`src/pic_cfg.svh`:
```
`ifndef PIC_CFG_SVH
`define PIC_CFG_SVH
`define PIC_NSRC 24
`define PIC_NGRP 6
`define PIC_NEXT 8
`define PIC_ADDR_IE0 8'hA8
`define PIC_ADDR_IE1 8'hA9
`define PIC_ADDR_IE2 8'hAA
`define PIC_ADDR_IE3 8'hAB
`define PIC_ADDR_IPL 8'hB8
`define PIC_ADDR_IPH 8'hF8
`define PIC_ADDR_EFLG 8'hA0
`define PIC_ADDR_POL0 8'hA4
`define PIC_ADDR_POL1 8'hA5
`define PIC_ADDR_POWER_CONTROL_REG 8'h87
`define PIC_ADDR_REQ0 8'hC0
`define PIC_ADDR_REQ1 8'hC1
`define PIC_ADDR_REQ2 8'hC2
`define PIC_ADDR_STAT 8'hC3
`define PIC_GIE_BIT 7
`define PIC_NMI_SRC 0
`define PIC_EXT_BASE 1
`define PIC_VEC_STEP 8'h08
`define PIC_VEC_BASE 8'h03
`define PIC_CALL_CYC 4'h4
`define PIC_RST_8 8'h00
`endif

```
`src/pic_pkg.sv`:
```
package pic_pkg;
    typedef enum logic [1:0] {
        PIC_EDGE_NONE,
        PIC_EDGE_RISE,
        PIC_EDGE_FALL,
        PIC_EDGE_BOTH
    } pic_edge_t;
    typedef struct packed {
        logic [7:0] addr;
        logic [7:0] wdata;
        logic wr;
        logic rd;
    } pic_bus_t;
    typedef struct packed {
        logic req;
        logic [7:0] vec_lo;
        logic [1:0] level;
    } pic_take_t;
endpackage : pic_pkg

```
`src/pic_ctrl.sv`:
```
// The address-and-strobe port and the placing of the registers were decided locally.
`timescale 1ns/1ps
`include "pic_cfg.svh"
module pic_ctrl
    import pic_pkg::*;
(
    // clock and reset
    input wire logic sys_clk,
    input wire logic sys_rst,
    // register port
    input wire pic_bus_t bus,
    output logic [7:0] rdata,
    // request sources: bit 0 non-maskable, bits 1..8 external pins
    input wire logic [`PIC_NSRC-1:0] src_req,
    input wire logic [`PIC_NEXT-1:0] ext_pin,
    // core handshake
    input wire logic instr_last,
    input wire logic irq_ack,
    input wire logic isr_return,
    input wire logic [`PIC_NSRC-1:0] sw_clear,
    output logic irq_take,
    output logic [7:0] vector_address,
    output logic [1:0] take_level,
    output logic wake
);
    logic [7:0] irq_enable_reg0, irq_enable_reg1, irq_enable_reg2;
    logic [7:0] irq_enable_reg3, priority_low_reg, priority_high_reg;
    logic [7:0] ext_edge_select_reg0, ext_edge_select_reg1;
    logic [7:0] power_control_reg;
    logic [`PIC_NSRC-1:0] pend;
    logic [`PIC_NEXT-1:0] ext_s2, ext_s3;
    // stack of active service levels, one bit per level
    logic [3:0] active_lv;
    logic nmi_active;
    logic [3:0] call_cnt;
    pic_take_t take_q;

    wire global_irq_enable = irq_enable_reg0[`PIC_GIE_BIT];
    // bit 7 of enable register 0 is the global bit, so source 7 has no
    // individual enable of its own there; it hangs off the global bit
    wire [31:0] irq_enable_bits = {irq_enable_reg3, irq_enable_reg2,
        irq_enable_reg1, irq_enable_reg0};
    wire [`PIC_NSRC-1:0] src_en = irq_enable_bits[`PIC_NSRC-1:0];
    wire wr_hit = bus.wr;
    wire wr_ie0 = wr_hit && bus.addr == `PIC_ADDR_IE0;
    wire wr_ie1 = wr_hit && bus.addr == `PIC_ADDR_IE1;
    wire wr_ie2 = wr_hit && bus.addr == `PIC_ADDR_IE2;
    wire wr_ie3 = wr_hit && bus.addr == `PIC_ADDR_IE3;
    wire wr_ipl = wr_hit && bus.addr == `PIC_ADDR_IPL;
    wire wr_iph = wr_hit && bus.addr == `PIC_ADDR_IPH;
    wire wr_pol0 = wr_hit && bus.addr == `PIC_ADDR_POL0;
    wire wr_pol1 = wr_hit && bus.addr == `PIC_ADDR_POL1;
    wire wr_power_control_reg = wr_hit && bus.addr == `PIC_ADDR_POWER_CONTROL_REG;
    // acceptance waits a cycle so a new mask or level is never half seen
    wire wr_ctl = wr_ie0 || wr_ie1 || wr_ie2 || wr_ie3 || wr_ipl
        || wr_iph || wr_power_control_reg;

    // edge detection on synchronised pins
    wire [`PIC_NEXT-1:0] rise = ext_s2 & ~ext_s3;
    wire [`PIC_NEXT-1:0] fall = ~ext_s2 & ext_s3;
    wire [15:0] pol = {ext_edge_select_reg1, ext_edge_select_reg0};
    logic [`PIC_NEXT-1:0] ext_hit;
    always_comb begin
        for (int i = 0; i < `PIC_NEXT; i++) begin
            unique case (pic_edge_t'(pol[2*i +: 2]))
                PIC_EDGE_NONE: ext_hit[i] = 1'b0;
                PIC_EDGE_RISE: ext_hit[i] = rise[i];
                PIC_EDGE_FALL: ext_hit[i] = fall[i];
                PIC_EDGE_BOTH: ext_hit[i] = rise[i] | fall[i];
            endcase
        end
    end
    wire [`PIC_NSRC-1:0] raw_req = src_req |
        ({{(`PIC_NSRC-`PIC_NEXT-1){1'b0}}, ext_hit, 1'b0} <<
        (`PIC_EXT_BASE - 1));

    // per-source level, nmi above all maskables
    wire [`PIC_NSRC-1:0] eligible;
    wire [`PIC_NSRC-1:0][2:0] lvl;
    genvar g;
    generate
        for (g = 0; g < `PIC_NSRC; g++) begin : g_src
            if (g == `PIC_NMI_SRC) begin : g_nmi
                assign lvl[g] = 3'h4;
                assign eligible[g] = pend[g] && !nmi_active;
            end else begin : g_mask
                // two bits per group of four
                assign lvl[g] = {1'b0, priority_high_reg[g/4],
                    priority_low_reg[g/4]};
                assign eligible[g] = pend[g] && global_irq_enable
                    && src_en[g]
                    && (4'(1 << lvl[g][1:0]) > active_lv)
                    && !nmi_active;
            end
        end
    endgenerate

    // highest level wins, scanning downward so lowest number wins ties
    logic [4:0] win;
    logic [2:0] win_lv;
    logic win_ok;
    always_comb begin
        win = 5'h00;
        win_lv = 3'h0;
        win_ok = 1'b0;
        for (int i = `PIC_NSRC - 1; i >= 0; i--) begin
            if (eligible[i] && (!win_ok || lvl[i] >= win_lv)) begin
                win = 5'(i);
                win_lv = lvl[i];
                win_ok = 1'b1;
            end
        end
    end

    // accept only at instruction end, not during control writes or a call
    wire accept = win_ok && instr_last && !wr_ctl
        && call_cnt == 4'h0 && !take_q.req;
    wire [7:0] next_vec = `PIC_VEC_BASE + 8'(win) * `PIC_VEC_STEP;
    wire [`PIC_NSRC-1:0] acc_mask = accept ? (`PIC_NSRC'(1) << win) : '0;

    // enabled pending source wakes the core, whatever its level
    wire next_wake = |(pend & (src_en | `PIC_NSRC'(1)) &
        {{(`PIC_NSRC-1){global_irq_enable}}, 1'b1});

    // the running routine owns the highest active level; a return
    // retires that one and leaves the preempted levels beneath it
    logic [3:0] top_lv;
    always_comb begin
        top_lv = 4'h0;
        for (int i = 0; i < 4; i++) begin
            if (active_lv[i])
                top_lv = 4'h1 << i;
        end
    end

    // a return and a new acceptance may share one edge; keep both
    wire ret_lv = isr_return && !nmi_active;
    wire [3:0] lv_kept = ret_lv ? (active_lv & ~top_lv) : active_lv;
    wire [3:0] lv_new = (accept && win != `PIC_NMI_SRC) ?
        (4'h1 << win_lv[1:0]) : 4'h0;
    wire [3:0] next_active_lv = lv_kept | lv_new;
    wire next_nmi_active = (accept && win == `PIC_NMI_SRC)
        || (nmi_active && !isr_return);
    wire [`PIC_NEXT-1:0] eflag = pend[`PIC_EXT_BASE +: `PIC_NEXT];

    wire [7:0] next_rdata =
        bus.addr == `PIC_ADDR_IE0 ? irq_enable_reg0 :
        bus.addr == `PIC_ADDR_IE1 ? irq_enable_reg1 :
        bus.addr == `PIC_ADDR_IE2 ? irq_enable_reg2 :
        bus.addr == `PIC_ADDR_IE3 ? irq_enable_reg3 :
        bus.addr == `PIC_ADDR_IPL ? priority_low_reg :
        bus.addr == `PIC_ADDR_IPH ? priority_high_reg :
        bus.addr == `PIC_ADDR_EFLG ? eflag :
        bus.addr == `PIC_ADDR_POL0 ? ext_edge_select_reg0 :
        bus.addr == `PIC_ADDR_POL1 ? ext_edge_select_reg1 :
        bus.addr == `PIC_ADDR_POWER_CONTROL_REG ? power_control_reg :
        bus.addr == `PIC_ADDR_REQ0 ? pend[7:0] :
        bus.addr == `PIC_ADDR_REQ1 ? pend[15:8] :
        bus.addr == `PIC_ADDR_REQ2 ? pend[23:16] :
        bus.addr == `PIC_ADDR_STAT ? {3'h0, nmi_active, active_lv} :
        8'h00;

    // software write of zero clears an external flag
    wire eflg_wr = wr_hit && bus.addr == `PIC_ADDR_EFLG;
    // inverted byte kept at eight bits so the clear cannot spill
    // into the maskable sources above the pins
    wire [7:0] eflg_zero = ~bus.wdata;
    wire [`PIC_NSRC-1:0] eflg_mask = {{(`PIC_NSRC-`PIC_NEXT-1){1'b0}},
        eflg_zero, 1'b0} << (`PIC_EXT_BASE - 1);
    wire [`PIC_NSRC-1:0] sw_kill = sw_clear | (eflg_wr ? eflg_mask : '0);

    // two flops before any pin is read; a third keeps the last level
    pic_sync #(
        .WIDTH(`PIC_NEXT)
    ) pic_sync_i (
        .sys_clk(sys_clk),
        .sys_rst(sys_rst),
        .pin(ext_pin),
        .level(ext_s2),
        .level_q(ext_s3)
    );

    // request latch: new requests beat clears in the same cycle
    always_ff @(posedge sys_clk) begin
        if (sys_rst)
            pend <= '0;
        else
            pend <= (pend & ~acc_mask & ~sw_kill) | raw_req;
    end

    // a software write wins outright: acceptance is held off during it
    always_ff @(posedge sys_clk) begin
        if (sys_rst)
            irq_enable_reg0 <= `PIC_RST_8;
        else if (wr_ie0)
            irq_enable_reg0 <= bus.wdata;
        else if (accept && win != `PIC_NMI_SRC)
            irq_enable_reg0[`PIC_GIE_BIT] <= 1'b0;
        else if (isr_return)
            irq_enable_reg0[`PIC_GIE_BIT] <= 1'b1;
    end

    always_ff @(posedge sys_clk) begin
        if (sys_rst)
            irq_enable_reg1 <= `PIC_RST_8;
        else if (wr_ie1)
            irq_enable_reg1 <= bus.wdata;
    end

    always_ff @(posedge sys_clk) begin
        if (sys_rst)
            irq_enable_reg2 <= `PIC_RST_8;
        else if (wr_ie2)
            irq_enable_reg2 <= bus.wdata;
    end

    always_ff @(posedge sys_clk) begin
        if (sys_rst)
            irq_enable_reg3 <= `PIC_RST_8;
        else if (wr_ie3)
            irq_enable_reg3 <= bus.wdata;
    end

    always_ff @(posedge sys_clk) begin
        if (sys_rst)
            priority_low_reg <= `PIC_RST_8;
        else if (wr_ipl)
            priority_low_reg <= bus.wdata;
    end

    always_ff @(posedge sys_clk) begin
        if (sys_rst)
            priority_high_reg <= `PIC_RST_8;
        else if (wr_iph)
            priority_high_reg <= bus.wdata;
    end

    always_ff @(posedge sys_clk) begin
        if (sys_rst)
            ext_edge_select_reg0 <= `PIC_RST_8;
        else if (wr_pol0)
            ext_edge_select_reg0 <= bus.wdata;
    end

    always_ff @(posedge sys_clk) begin
        if (sys_rst)
            ext_edge_select_reg1 <= `PIC_RST_8;
        else if (wr_pol1)
            ext_edge_select_reg1 <= bus.wdata;
    end

    // stored for software only; its write still defers acceptance
    always_ff @(posedge sys_clk) begin
        if (sys_rst)
            power_control_reg <= `PIC_RST_8;
        else if (wr_power_control_reg)
            power_control_reg <= bus.wdata;
    end

    // nesting record: a return from the nmi leaves the levels alone
    always_ff @(posedge sys_clk) begin
        if (sys_rst) begin
            active_lv <= 4'h0;
            nmi_active <= 1'b0;
        end else begin
            active_lv <= next_active_lv;
            nmi_active <= next_nmi_active;
        end
    end

    // hold the take request until the core acks, then count the
    // long call and long jump cycles before the next acceptance
    always_ff @(posedge sys_clk) begin
        if (sys_rst) begin
            take_q <= '0;
            call_cnt <= 4'h0;
        end else begin
            if (accept) begin
                take_q.req <= 1'b1;
                take_q.vec_lo <= next_vec;
                take_q.level <= win_lv[1:0];
            end else if (irq_ack && take_q.req) begin
                take_q.req <= 1'b0;
                call_cnt <= `PIC_CALL_CYC;
            end else if (call_cnt != 4'h0) begin
                call_cnt <= call_cnt - 4'h1;
            end
        end
    end

    // the take stands until the cycle after the core's ack
    wire next_take = accept | (take_q.req & ~irq_ack);
    wire [7:0] next_vec_out = accept ? next_vec : take_q.vec_lo;
    wire [1:0] next_level = accept ? win_lv[1:0] : take_q.level;
    wire [7:0] next_rd_out = bus.rd ? next_rdata : 8'h00;

    always_ff @(posedge sys_clk) begin
        if (sys_rst)
            rdata <= 8'h00;
        else
            rdata <= next_rd_out;
    end

    always_ff @(posedge sys_clk) begin
        if (sys_rst)
            irq_take <= 1'b0;
        else
            irq_take <= next_take;
    end

    always_ff @(posedge sys_clk) begin
        if (sys_rst)
            vector_address <= 8'h00;
        else
            vector_address <= next_vec_out;
    end

    always_ff @(posedge sys_clk) begin
        if (sys_rst)
            take_level <= 2'h0;
        else
            take_level <= next_level;
    end

    always_ff @(posedge sys_clk) begin
        if (sys_rst)
            wake <= 1'b0;
        else
            wake <= next_wake;
    end
endmodule : pic_ctrl

// pin synchroniser; level is the first value any logic may read
module pic_sync #(
    parameter int WIDTH = 8
) (
    // clock and reset
    input wire logic sys_clk,
    input wire logic sys_rst,
    // raw pins in, synchronised level and its previous value out
    input wire logic [WIDTH-1:0] pin,
    output logic [WIDTH-1:0] level,
    output logic [WIDTH-1:0] level_q
);
    logic [WIDTH-1:0] meta;

    always_ff @(posedge sys_clk) begin
        if (sys_rst) begin
            meta <= '0;
            level <= '0;
            level_q <= '0;
        end else begin
            meta <= pin;
            level <= meta;
            level_q <= level;
        end
    end
endmodule : pic_sync

```
`config.mk`:
```
export PLATFORM = sky130hd
export DESIGN_NAME = pic_ctrl
export DESIGN_NICKNAME = d
export VERILOG_FILES = /design/src/pic_pkg.sv /design/src/pic_ctrl.sv
export VERILOG_INCLUDE_DIRS = /design/src
export SDC_FILE = /design/constraint.sdc
export NUM_CORES = 1
export LEC_CHECK = 0
export BUFFER_PORTS_ARGS = -buffer_cell sky130_fd_sc_hd__buf_2
export CORE_MARGIN = 2
export CORE_UTILIZATION = 55
export DETAILED_ROUTE_END_ITERATION = 10
export HOLD_SLACK_MARGIN = 0.15
export PLACE_DENSITY_LB_ADDON = 0.12
export SETUP_SLACK_MARGIN = 0.15
export SLEW_MARGIN = 10
export SYNTH_ARGS = -nofsm -noshare
export SYNTH_HDL_FRONTEND = slang
export SYNTH_SLANG_ARGS = --single-unit
```
`constraint.sdc`:
```
create_clock -name sys_clk -period 29.4 [get_ports sys_clk]
set_input_delay 2.94 -clock sys_clk [delete_from_list [all_inputs] [get_ports sys_clk]]
set_output_delay 2.94 -clock sys_clk [all_outputs]
set_load 0.03 [all_outputs]
```
# After elaboration in Yosys (flattened, before gate mapping)
# Cells that the tools add are included.
# classes
add_sub_neg	2
mux	111
n_reduce_logical	210
n_mul	0
bitwise_logic	30
shift	8
n_div	0
n_eq_ne	38
magnitude_cmp	29
# ops
operator	count
$logic_and A1 B1 Y1	135
$mux W5	25
$eq A8 B8 Y1 const B	14
$mux W8	14
$and A24 B24 Y24	4
$ge A2 B3 Y1	22
$mux W3	22
$not A24 Y24	2
$or A24 B9 Y24	2
$eq A2 B2 Y1 const B	16
$pmux W1 S4	8
$logic_or A1 B1 Y1	30
$mux W1	30
$mux W4	7
$shl A1 B2 Y4 const A	7
$logic_not A1 Y1	27
$gt A4 B4 Y1	6
$mux W24	1
$not A8 Y8	3
$or A24 B24 Y24	1
$reduce_or A24 Y1	1
$shl A1 B5 Y24 const A	1
$and A8 B8 Y8	2
$eq A2 B1 Y1 const B	8
20 further kinds	40
# totals
mem_bits_rw	0
mem_count	0
rom_bits	0
register_bits	160
wordCells	453
latchBits	0
inputBits	79
output_inout_bits	20

# Depth between registers and ports, before layout
# depth
word_depth	106
mapped_depth	147
depth_no_buf	144

# Cells and area by module
# From an unflattened synthesis, not the netlist that was laid out.
# unflattened
hier_cells	1272
hier_area_um2	10097.2
# by_module_without_submodules
module	instances	area_per_inst_um2	cells_each	seq_area_each_um2
pic_ctrl	1	9404.0	1222	2642.5
pic_sync	1	693.2	50	480.5

# Worst setup path before layout
# No wires, ideal clock.
# synth_timing
kind	register -> register
startpoint	register priority_low_reg[5]
endpoint	register pend[12]
arrival_time_ps	25640
required_time_ps	29268
path_buffers	3
path_stages_with_launch	142
setup_slack_ps	3628
period_less_slack_ps	25772
setup_ps	132
path_cell_list	dfxtp_1 -> inv_1 -> nor2_1 -> ha_1 -> nor2b_1 -> o211ai_2 -> a211o_1 -> nor2_1 -> ha_1 -> inv_1 -> a21o_1 -> a311oi_1 -> mux2_2 -> ha_1 -> nand2b_1 -> maj3_1 -> o211ai_1 -> mux2_2 -> (+106 left out) -> nor2_1 -> a21oi_1 -> ha_1 -> nand2b_1 -> a21oi_1 -> o22ai_1 -> a21oi_1 -> nor2_1 -> nor2_1 -> a21oi_1 -> ha_1 -> nand2b_1 -> a221oi_1 -> or3_1 -> nand2_1 -> o311a_1 -> o41ai_1 -> a21oi_1
# synth_via
elab_chain_len	106
# synth_rtl
element	line	rtl
start, declared	pic_ctrl.sv:27	logic [7:0] irq_enable_reg3, priority_low_reg, priority_high_reg;
start signal, assigned	pic_ctrl.sv:226	priority_low_reg <= `PIC_RST_8;
start signal, assigned	pic_ctrl.sv:228	priority_low_reg <= bus.wdata;
$shl A1 B2 Y4	pic_ctrl.sv:92	&& (4'(1 << lvl[g][1:0]) > active_lv)
$gt A4 B4 Y1	pic_ctrl.sv:92	
$logic_and A1 B1 Y1	pic_ctrl.sv:92	
$logic_and A1 B1 Y1	pic_ctrl.sv:93	&& !nmi_active;
$mux W2 or $mux W1 (tied branches)	pic_ctrl.sv:107	if (eligible[i] && (!win_ok || lvl[i] >= win_lv)) begin
$ge A2 B3 Y1 or $logic_not A1 Y1 (tied branches)	pic_ctrl.sv:107	
$logic_or A1 B1 Y1	pic_ctrl.sv:107	
$logic_and A1 B1 Y1	pic_ctrl.sv:107	
(+87 left out)	-	
$logic_and A1 B1 Y1	pic_ctrl.sv:107	
$mux W1	pic_ctrl.sv:107	
$logic_and A1 B1 Y1 (2 in a row)	pic_ctrl.sv:116	wire accept = win_ok && instr_last && !wr_ctl
$logic_and A1 B1 Y1 (2 in a row)	pic_ctrl.sv:117	&& call_cnt == 4'h0 && !take_q.req;
$mux W24 (*)	pic_ctrl.sv:119	wire [`PIC_NSRC-1:0] acc_mask = accept ? (`PIC_NSRC'(1) << win) : '0;
$not A24 Y24 (*)	pic_ctrl.sv:188	pend <= (pend & ~acc_mask & ~sw_kill) | raw_req;
$and A24 B24 Y24 (*) (2 in a row)	pic_ctrl.sv:188	
$or A24 B24 Y24 (*)	pic_ctrl.sv:188	
end signal, assigned	pic_ctrl.sv:188	
end, declared	pic_ctrl.sv:30	logic [`PIC_NSRC-1:0] pend;
# Every way passes the cells marked *; elsewhere a longest branch is shown, timed or not.
# A chain may end at the register's enable or synchronous reset.

# Final worst setup path
# layout_timing
startpoint	register active_lv[1]
endpoint	register pend[19]
# layout_via
elab_chain_len	105
# layout_rtl
element	line	rtl
start, declared	pic_ctrl.sv:33	logic [3:0] active_lv;
start signal, assigned	pic_ctrl.sv:266	active_lv <= next_active_lv;
$gt A4 B4 Y1	pic_ctrl.sv:92	
$logic_and A1 B1 Y1	pic_ctrl.sv:92	
$logic_and A1 B1 Y1	pic_ctrl.sv:93	
$mux W2 or $mux W1 (tied branches)	pic_ctrl.sv:107	
$ge A2 B3 Y1 or $logic_not A1 Y1 (tied branches)	pic_ctrl.sv:107	
$logic_or A1 B1 Y1	pic_ctrl.sv:107	
$logic_and A1 B1 Y1	pic_ctrl.sv:107	
$mux W3 or $mux W1 (tied branches)	pic_ctrl.sv:107	
(+86 left out)	-	
$logic_and A1 B1 Y1	pic_ctrl.sv:107	
$mux W1	pic_ctrl.sv:107	
$logic_and A1 B1 Y1 (2 in a row)	pic_ctrl.sv:116	
$logic_and A1 B1 Y1 (2 in a row)	pic_ctrl.sv:117	
$mux W24 (*)	pic_ctrl.sv:119	
$not A24 Y24 (*)	pic_ctrl.sv:188	
$and A24 B24 Y24 (*) (2 in a row)	pic_ctrl.sv:188	
$or A24 B24 Y24 (*)	pic_ctrl.sv:188	
# Marked as above.

==> metrics.txt <==
status=completed; Power Dens Cells=43.8 mW/mm^2; yosys warns=0; initial antenna violation count=1; Vias per Instance=6.45; Most flops, register=pend; Period minus WS final=between 20 and 30 ns; Std-Cell Core Area=about 0.019 mm^2; TritonCTS clock tree=yes; first-pass GRT wire length=approximately 54 mm; Pre-antenna DRT Iters=8; Setup violations, final=0; worst hold start=pic_sync_i.meta[0]; vias in the first global route=approximately 9800; post-synth top area share=between 30% and 40%; Worst Tran Pin Value=approximately 0.93 ns; Hold Path Sink=pic_sync_i.level[0]; max FFs per register=24; Data arrival, critical path=about 28 ns; register area share after synthesis=between 30% and 40%; DIE AREA=between 0.015 and 0.02 mm^2; I/O pins=99; Final Skew=~0.011 ns; Final Hold Violating Endpoints=0; total routed wirelength=approximately 36 mm; Site Rows=50; Flop pwr share=a little over two fifths; Total Nets Final=1532; routed len/inst=about 22 um; cell area after synthesis=about 0.010 mm^2; Internal=0.366 mW; FF-to-FF End=pend[19]; largest fanout on the critical path=11; syn_nets=approximately 1500; ranking of synthesized cells by area=dfxtp_1 (30%), ha_1 (8.0%), a21oi_1 (6.3%); WP data required=between 20 and 30 ns; Hold Buf Count CTS=0; area of placed instances=0.0110 mm^2; Leak=4.83 nW; Clock Path Buffers=2; hold crit path type=register to register; switching fraction of total power=approximately 30%; combinational fraction of design power=12.7%; worst-case reg-to-reg path depth=140; clock sink count=between 150 and 200; grt ovf=0; IO buf count=slightly below 100; final RePlAce weighted congestion=~1.0; capturing element type of the critical path=register; mean area per synthesized cell=approximately 7.9 um^2; Clk Tree Root Cell=clkbuf_16; remaining antenna violation count after routing=0; CTS HTree Levels=4; Synth-to-Final Area Change=14.8%; detailed-route via count=between 10000 and 15000; hpwl dp=roughly 26 mm; switching power=0.153 mW; Critical Path Slowest Stage Cell=or4_4; Distinct cells, synth=91; critical path's largest stage delay=0.60 ns; R2R Setup Slk=approximately 1.6 ns; Tot GR Track Use=about a third; Min-Delay Path Depth=1; max-cap violations=0; flops & latches, synth=approximately 160; Achievable Freq=around 0.036 GHz; Skew-Pair Late Insertion Delay=0.44 ns; Die X=between 100 and 150 um; Max transition margin=38.1%; total design power=slightly above 0.5 mW; Peak VDD IR=0.0429 mV; Starting DRT DRC Count=about 1200; CP startpoint kind=register; clock power share=43.5%; Slew Viols, Final=0; fin crit share=a little over nine tenths; Synth Flop Type=dfxtp_1; TritonCTS Buffers=17; Worst-path clk slew=0.07 ns; CP Class=register to register; Critical Path Most Common Cell=ha_1; Largest regs=pend (24), take_q (9); Sequential Area=roughly 0.0031 mm^2; ys async rst share=0%; DRC=0; Critical R2R Launch=active_lv[1]; Fillers=1601; Multi-input gate area=~0.0069 mm^2; Post-synth EDFFs=0; initial cell density of the core=a little under three fifths; Antenna diodes=0; largest net degree at the start of global routing=80; Cells after Synth=1310; final instance area=about 0.012 mm^2; area leader, netlist=dfxtp_1; die span in y=roughly 140 um; share of post-route cells with drive strength above 1=between 15 and 20%
cells in the final DEF (no fill, tap or decap), types with 40 or more instances in the layout:
master	netlist	final
o21ai_0	46	42
buf_2	2	96
mux2i_1	40	40
nand3_1	67	67
inv_1	81	78
nor2b_1	46	43
nor2_1	129	122
dfxtp_1	156	154
nand2_1	137	136
ha_1	66	66
a21oi_1	131	125
synth_stat cells, types with 4 or more instances:
library cell  number
a211o_1            8
a211oi_1          11
o22ai_1            8
a41oi_1            4
a311oi_1          15
mux2_2             9
o311a_1            4
o21ai_0           46
o21a_1            10
or3_1              5
nand4_1           10
ha_1              66
nand2_1          137
and3_1             6
a22o_1             9
nor3b_1            5
a21oi_1          131
a31oi_1           13
nand3_1           67
buf_4              5
a221oi_1           7
dfxtp_1          156
a21o_1            11
nor4_1             9
clkbuf_1          51
o21bai_1           4
or2_2             10
a22oi_1           21
o211ai_1          15
and2_1            12
mux4_2             9
nor3_1            19
mux2i_1           40
nand2b_1          29
nor2_1           129
nor2b_1           46
o31ai_1            8
inv_1             81
worst max path at each step:
stage,depth (start not counted),from,slack (ns),end
4_1_cts,140,priority_low_reg[5],0.22,pend[14]
3_5_place_dp,140,priority_low_reg[5],0.23,pend[18]
5_1_grt,141,priority_high_reg[5],-0.12,pend[18]
6_report,140,active_lv[1],1.55,pend[19]
2_1_floorplan,141,priority_low_reg[5],3.63,pend[12]
3_3_place_gp,138,priority_high_reg[5],0.73,pend[18]
critical path, delay by kind of cell (launching register included):
| family | cells | cell delay, ns |
|---|---|---|
| adder cells (fa/ha/maj) | 22 | 6.36 |
| AO/OA/AOI/OAI | 51 | 9.06 |
| buffers and inverters | 7 | 0.89 |
| AND/OR/NAND/NOR | 53 | 8.52 |
| flip-flops | 1 | 0.32 |
| multiplexers | 7 | 2.51 |
timing repair:
action / CTS / global route
cloned: 0 / 0
resized for setup: 1 / 57
setup buffers: 0 / 6
hold endpoints to repair: 0 / 0
pin swaps: 0 / 8
endpoints found under the setup margin: 2 / 43
kinds of logic after synthesis:
family	share of synthesized area, %
AO/OA/AOI/OAI	25.3
XOR/XNOR	0.254
adder cells (fa/ha/maj)	8.28
buffers and inverters	5.58
flip-flops	30.2
multiplexers	6.82
other	0.0363
AND/OR/NAND/NOR	23.6
power by group through the flow:
stage	Sequential (mW)	Clock [mW]	Combinational, mW
2_1_floorplan	0.229	0	0.0418
3_3_place_gp	0.232	0	0.0615
3_5_place_dp	0.232	0	0.0620
4_1_cts	0.227	0.226	0.0625
5_1_grt	0.228	0.235	0.0722
6_report	0.228	0.226	0.0658
layer usage:
metal	vias up	share of wire (%)	GRT usage, %
li1	4893	-	-
met1	4956	41	46.1
met2	577	46	56.1
met3	108	8.9	6.08
met4	2	4.3	16.2
met5	-	0.023	0
per-stage QoR:
| stage | utilization (%) | hold WS, ns | setup slack (ns) | TNS, ns | cells |
|---|---|---|---|---|---|
| floorplan | - | 0.414 | 3.63 | 0 | 1310 |
| global placement | 59.2 | 0.417 | 0.730 | 0 | 1596 |
| detailed placement | 59.2 | 0.423 | 0.232 | 0 | 1596 |
| CTS | 62.3 | 0.440 | 0.217 | 0 | 1627 |
| global route | 63.8 | 0.456 | -0.119 | -0.900 | 1633 |
| finish | 63.8 | 0.435 | 1.55 | 0 | 1633 |
area by class of cell:
type	instances	area share, %
multi-input cells	1010	58.1
clock buffers	19	3.82
inverters	82	2.59
flip-flops and latches	156	26.4
well taps	234	2.47
repair buffers	120	5.57
clock inverters	12	1.09
(Power assumes the default switching activity.)
